--- src/inc/trigger_gate_pkg.sv ---
// Purpose: shared types and constants of the measurement trigger gate
// Assumes: one 250 MHz clock, synchronous active-high reset
// Notes:   configuration travels as one packed struct
package trigger_gate_pkg;

  localparam int CLOCK_PERIOD_NS = 4;
  localparam int DATA_WIDTH      = 32;
  localparam int COUNT_WIDTH     = 14;

  localparam logic [COUNT_WIDTH-1:0] COUNT_MIN      = 14'h0001;
  localparam logic [COUNT_WIDTH-1:0] COUNT_MAX      = 14'h3FFE;
  localparam logic [COUNT_WIDTH-1:0] COUNT_ENDLESS  = 14'h3FFF;
  localparam logic [COUNT_WIDTH-1:0] COUNT_RESET    = 14'h0001;

  typedef enum logic [1:0] {
    TRIG_NONE     = 2'b00,
    TRIG_LEVEL    = 2'b01,
    TRIG_EDGE     = 2'b10,
    TRIG_SOFTWARE = 2'b11
  } trig_mode_type;

  typedef enum logic [1:0] {
    SYNC_NONE     = 2'b00,
    SYNC_INTERNAL = 2'b01,
    SYNC_EXTERNAL = 2'b10
  } sync_mode_type;

  typedef enum logic [1:0] {
    GATE_IDLE    = 2'b00,
    GATE_COUNT   = 2'b01,
    GATE_ENDLESS = 2'b10
  } gate_state_type;

  typedef struct packed {
    trig_mode_type              mode;
    logic                       levelHigh;
    logic                       edgeRising;
    logic [COUNT_WIDTH-1:0]     count;
    sync_mode_type              sync;
  } config_type;

  localparam config_type CONFIG_RESET = '{
    mode:       TRIG_NONE,
    levelHigh:  1'b1,
    edgeRising: 1'b1,
    count:      COUNT_RESET,
    sync:       SYNC_INTERNAL
  };

endpackage

--- src/trigger_conditioner.sv ---
// Purpose: brings the trigger pin into the clock domain, finds edges
// Assumes: trigger pin is asynchronous to clock
// Notes:   edge pulse lasts one enabled cycle
module trigger_conditioner
  import trigger_gate_pkg::*;
(
  input  wire logic clock,
  input  wire logic srst,
  input  wire logic clockEnable,
  input  wire logic triggerPin,
  input  wire logic edgeRising,
  output logic      syncLevel,
  output logic      edgeEvent
);

  logic metaStage;
  logic prevLevel;
  wire  logic risingSeen  = syncLevel & ~prevLevel;
  wire  logic fallingSeen = ~syncLevel & prevLevel;
  wire  logic selectedSeen = edgeRising ? risingSeen : fallingSeen;

  // first stage feeds only the second stage
  always_ff @(posedge clock) begin
    if (srst) begin
      metaStage <= 1'b0;
      syncLevel <= 1'b0;
      prevLevel <= 1'b0;
      edgeEvent <= 1'b0;
    end else if (clockEnable) begin
      metaStage <= triggerPin; // RULE13
      syncLevel <= metaStage; // RULE13
      prevLevel <= syncLevel;
      edgeEvent <= selectedSeen; // RULE4
    end
  end
endmodule

--- src/measurement_trigger_gate.sv ---
// Purpose: decides when measured values pass to the output stream
// Assumes: inValid/inData and control come from logic on clock
// Notes:   trigger pin is synchronised inside trigger_conditioner
//
// Function
// RULE1: level mode passes values while trigger is at active level
// RULE2: level mode active level selectable high or low
// RULE3: edge event emits the preset count or starts endless output
// RULE4: edge mode selects rising or falling edge; only that one counts
// RULE5: software mode starts output on a software command
// RULE6: software event emits preset count or endless output like edge
// RULE7: software start timing is loose; no cycle-exact alignment needed
// RULE8: sync setting is none, internal or external and reads back
// RULE9: count setting accepts 1 to 16382 values per trigger event
// RULE10: count 16383 means endless output after a trigger event
// RULE11: stop command halts triggering and ends endless output; code only forces idle, later events restart it
// RULE12: level or edge triggering with external sync is rejected
// RULE13: trigger synchronised, one event per edge, reset clears to idle
// RULE14: no-trigger mode passes values continuously
module measurement_trigger_gate
  import trigger_gate_pkg::*;
(
  input  wire logic                   clock,
  input  wire logic                   srst,
  input  wire logic                   clockEnable,
  input  wire logic                   triggerPin,
  input  wire logic                   cfgWrite,
  input  wire config_type             cfgIn,
  input  wire logic                   softwareTrigger,
  input  wire logic                   stopRequest,
  input  wire logic                   inValid,
  input  wire logic [DATA_WIDTH-1:0]  inData,
  output config_type                  cfgActive,
  output logic                        cfgRejected,
  output logic                        gateOpen,
  output logic                        outValid,
  output logic [DATA_WIDTH-1:0]       outData
);

  function automatic logic configLegal(input config_type c);
    logic hwTrig;
    logic countOk;
    hwTrig  = (c.mode == TRIG_LEVEL) || (c.mode == TRIG_EDGE);
    countOk = (c.count >= COUNT_MIN);
    configLegal = countOk && (c.sync != 2'b11)
                  && !(hwTrig && c.sync == SYNC_EXTERNAL);
  endfunction

  gate_state_type         state;
  gate_state_type         next_state;
  logic [COUNT_WIDTH-1:0] remaining;
  logic [COUNT_WIDTH-1:0] next_remaining;
  logic                   syncLevel;
  logic                   edgeEvent;

  trigger_conditioner conditioner (
    .clock       (clock),
    .srst        (srst),
    .clockEnable (clockEnable),
    .triggerPin  (triggerPin),
    .edgeRising  (cfgActive.edgeRising),
    .syncLevel   (syncLevel),
    .edgeEvent   (edgeEvent)
  );

  wire logic writeLegal = cfgWrite && configLegal(cfgIn);
  wire logic levelMet   = (syncLevel == cfgActive.levelHigh); // RULE2
  wire logic edgeTrig   = (cfgActive.mode == TRIG_EDGE) && edgeEvent;
  // software command is taken on whatever cycle it lands, no alignment
  wire logic softTrig   = (cfgActive.mode == TRIG_SOFTWARE)
                          && softwareTrigger; // RULE5 RULE7
  wire logic trigEvent  = edgeTrig || softTrig;
  wire logic endless    = (cfgActive.count == COUNT_ENDLESS); // RULE10

  wire logic passNow =
      (cfgActive.mode == TRIG_NONE) || // RULE14
      ((cfgActive.mode == TRIG_LEVEL) && levelMet) || // RULE1
      (state != GATE_IDLE);
  wire logic consumed = inValid && passNow;

  always_comb begin
    next_state     = state;
    next_remaining = remaining;
    unique case (state)
      GATE_IDLE: begin
        next_state = GATE_IDLE;
      end
      GATE_COUNT: begin
        if (consumed) begin
          next_remaining = remaining - 14'h0001; // RULE9
          if (remaining == 14'h0001) begin
            next_state = GATE_IDLE; // RULE9
          end
        end
      end
      GATE_ENDLESS: begin
        next_state = GATE_ENDLESS; // RULE10
      end
      default: begin
        next_state = GATE_IDLE;
      end
    endcase
    // a new event restarts the count; stop and reconfiguration win
    if (trigEvent) begin
      next_state     = endless ? GATE_ENDLESS : GATE_COUNT; // RULE3 RULE6
      next_remaining = cfgActive.count; // RULE3 RULE6
    end
    if (stopRequest || cfgWrite) begin
      next_state     = GATE_IDLE; // RULE11
      next_remaining = '0;
    end
  end

  always_ff @(posedge clock) begin
    if (srst) begin
      state     <= GATE_IDLE; // RULE13
      remaining <= '0; // RULE13
    end else if (clockEnable) begin
      state     <= next_state;
      remaining <= next_remaining;
    end
  end

  // an illegal write leaves the previous setting in force
  always_ff @(posedge clock) begin
    if (srst) begin
      cfgActive   <= CONFIG_RESET;
      cfgRejected <= 1'b0;
    end else if (clockEnable && cfgWrite) begin
      cfgRejected <= !writeLegal; // RULE12
      if (writeLegal) begin
        cfgActive <= cfgIn; // RULE8
      end
    end
  end

  // registered stage: adds one cycle of latency but keeps outputs clean
  always_ff @(posedge clock) begin
    if (srst) begin
      outValid <= 1'b0;
      outData  <= '0;
      gateOpen <= 1'b0;
    end else if (clockEnable) begin
      outValid <= consumed; // RULE1 RULE2 RULE14
      outData  <= inData;
      gateOpen <= passNow;
    end
  end
endmodule

--- config.mk ---
export PLATFORM = sky130hd
export DESIGN_NAME = measurement_trigger_gate
export DESIGN_NICKNAME = d
export VERILOG_FILES = /design/src/inc/trigger_gate_pkg.sv /design/src/trigger_conditioner.sv /design/src/measurement_trigger_gate.sv
export SDC_FILE = /design/constraint.sdc
export NUM_CORES = 1
export LEC_CHECK = 0
export ABC_AREA = 1
export BUFFER_PORTS_ARGS = -buffer_cell sky130_fd_sc_hd__buf_2
export CAP_MARGIN = 20
export CORE_MARGIN = 2
export CORE_UTILIZATION = 35
export CTS_BUF_LIST = sky130_fd_sc_hd__clkbuf_2 sky130_fd_sc_hd__clkbuf_4 sky130_fd_sc_hd__clkbuf_8
export CTS_CLUSTER_SIZE = 30
export DETAILED_ROUTE_END_ITERATION = 8
export PLACE_DENSITY = 0.7
export SLEW_MARGIN = 20
export SYNTH_ARGS = -nofsm -noshare
export SYNTH_HDL_FRONTEND = slang
export SYNTH_SLANG_ARGS = --single-unit
--- constraint.sdc ---
create_clock -name clock -period 3.4 [get_ports clock]
set_input_delay 0.34 -clock clock [delete_from_list [all_inputs] [get_ports clock]]
set_output_delay 0.34 -clock clock [all_outputs]
set_load 0.005 [all_outputs]
==> impl_metrics.env <==
export IMPL_final_common_cell="buf_2"
export IMPL_vias_per_cell=4.73
export IMPL_mostFrequentLayoutCells="buf_2 (114), nor2_1 (113), nand2_1 (79), dfxtp_1 (75), o21ai_0 (53)"
export IMPL_crit_fanout=20
export IMPL_cts_htree_levels=3
export IMPL_first_pass_iters=4
export IMPL_die_h_um=102
export IMPL_pin_count=115
export IMPL_fin_ws_ns=1.63
export IMPL_cts_tree="done"
export IMPL_seq_area_frac_synth_pct=44.5
export IMPL_final_max_slew_viol_count=0
export IMPL_ctsHoldBuffers=0
export IMPL_cts_buffer_depth=2
export IMPL_grt_remaining_overflow=0
export IMPL_ant_nets=0
export IMPL_maxCapViolations=0
export IMPL_vias=3411
export IMPL_grt_pass1_wl_um=14600
export IMPL_final_layout_size_suffix_gt1_share_pct=24.2
export IMPL_final_area_um2=4180
export IMPL_cts_sinks=75
export IMPL_grt_antenna_before_repair=0
export IMPL_cts_resized=0
export IMPL_synthCells=482
export IMPL_hpwl_um=6510
export IMPL_fin_tns_setup_ns=0
export IMPL_avgRoutedWirePerCell_um=12.5
export IMPL_start_kind="register"
export IMPL_tightest_slew_ns=0.593
export IMPL_num_rows=35
export IMPL_die_area_um2=10400
export IMPL_cp_arrival_ns=1.97
export IMPL_hold_path_class="input port to register"
export IMPL_core_area_um2=9280
export IMPL_syn_to_final_growth_pct=24.0
export IMPL_finalClockSkew_ns=0.0192
export IMPL_drc=0
export IMPL_clock_latency_ns=0.35
export IMPL_grt_max_degree=43
export IMPL_yosysUniqueCellTypes=27
export IMPL_initial_core_util_pct=36.3
export IMPL_syn_area_per_cell_um2=7.00
export IMPL_first_global_vias=3116
export IMPL_ys_warn_count=0
export IMPL_routed_wirelength_um=8990
export IMPL_path_class="register to register"
export IMPL_timing_slew_headroom_pct=60.5
export IMPL_drt_iter0_markers=137
export IMPL_final_setup_viol_count=0
export IMPL_diodes=0
export IMPL_timing_fmax_mhz=563
export IMPL_fillerInstances=985
export IMPL_hold_viol_final=0
export IMPL_cts_inserted_buffers=9
export IMPL_cts_clk_slew_worst_paths_ns=0.09
export IMPL_grt_util_all_layers_pct=17.5
export IMPL_root_buffer="clkbuf_8"
export IMPL_post_cts_setup_buffer_count=0
export IMPL_power_mw=1.89
export IMPL_fin_crit_sh_pct=52.2
export IMPL_grt_setup_unrepaired="false"
export IMPL_pwr_density_cell_nw_per_um2=452
export IMPL_synth_fp_nets=544
export IMPL_postLayoutCoreUtil_pct=45.1
export IMPL_synthesis_area_um2=3370
export IMPL_worstPathRequired_ns=3.60
export IMPL_leakage_nw=1.97
export IMPL_cp_end_kind="register"
export IMPL_min_period_ns=1.77
export IMPL_postPlaceCellArea_um2=4010
export IMPL_status="finished clean"
export IMPL_portBuffers=114
export IMPL_finalNetCount=649
export IMPL_ir_drop_uv=235
export IMPL_die_x_um=102
export IMPL_gp_congestion=0.935
export IMPL_dp_slack_ns=1.54
export IMPL_synth_seq_cells=75
-- critical path, stage by stage, from the launching register on --
cell	delay (ns)
dfxtp_1	0.36
inv_1	0.09
nand3_1	0.09
nand2_2	0.20
inv_1	0.52
nand3_1	0.15
a21oi_1	0.16
a211oi_1	0.05
-- layer usage --
layer  global-route usage (%)  part of all wire, %
met1                     23.4                   46
met2                     27.7                   47
met3                     5.75                  6.7
met4                     3.69                 0.76
met5                        0                    0
-- Yosys cell counts --
master / number / share of area, %
nand4_1: 5 / 0.93
a21oi_2: 1 / 0.26
buf_8: 1 / 0.45
nand2_2: 2 / 0.37
a211oi_1: 3 / 0.67
nand2_4: 1 / 0.33
a21oi_1: 36 / 5.3
clkbuf_1: 12 / 1.3
o211ai_1: 8 / 1.8
o21ai_0: 53 / 7.9
buf_4: 1 / 0.22
inv_1: 32 / 3.6
nor2_8: 1 / 0.59
nand3_1: 32 / 4.7
inv_4: 1 / 0.19
nor2_4: 2 / 0.67
xor2_1: 3 / 0.78
nand2_1: 79 / 8.8
or2_2: 1 / 0.19
nor3b_1: 1 / 0.22
buf_2: 9 / 1.3
ha_1: 2 / 0.74
dfxtp_1: 75 / 45
nor2_1: 113 / 13
buf_6: 1 / 0.33
nor3_1: 5 / 0.74
nand3b_1: 2 / 0.45
-- stage by stage --
| step | hold WS, ns | instances |
|---|---|---|
| 5_1_grt | 0.188 | 721 |
| 4_1_cts | 0.189 | 721 |
| 2_1_floorplan | 0.418 | 482 |
| 3_5_place_dp | 0.455 | 705 |
| 6_report | 0.199 | 721 |
| 3_3_place_gp | 0.457 | 705 |
-- registers in the layout, indices dropped and copies added, names as in the netlist, 2 cells and up --
name,flops
cfgActive,20
state,2
outData,32
remaining,14
-- cells by family after synthesis --
family          count (synthesis)  synth area share [%]
compound gates                101                  15.9
xor+xnor                        3                 0.779
fa+ha+maj                       2                 0.742
buf+inv                        57                  7.42
flops                          75                  44.5
simple gates                  244                  30.6
-- where the power goes --
| part | total [mW] | internal [mW] | switching [mW] |
|---|---|---|---|
| logic | 0.309 | 0.127 | 0.181 |
| registers | 0.968 | 0.932 | 0.0364 |
| clock network | 0.614 | 0.273 | 0.341 |
-- path summary, 6_finish.rpt --
check	start	end	slack, ns	cells past startpoint
worst max-delay path	cfgActive[18]	remaining[3]	1.63	7
worst min-delay path	cfgIn[16]	cfgActive[16]	0.20	3
worst min register to register	remaining[1]	remaining[1]	0.47	2
worst max register to register	cfgActive[18]	remaining[3]	1.63	7
-- layout make-up --
class / instances / area, µm² / share of cell area, %
Timing Repair Buffer: 118 / 601 / 14.4
Clock buffer: 10 / 131 / 3.14
Tap cell: 129 / 161 / 3.86
Sequential cell: 75 / 1500 / 35.9
Multi-Input combinational cell: 350 / 1620 / 38.7
Inverter: 33 / 126 / 3.02
Clock inverter: 6 / 41.3 / 0.987
Note: power is estimated with default switching activity, not from simulation.
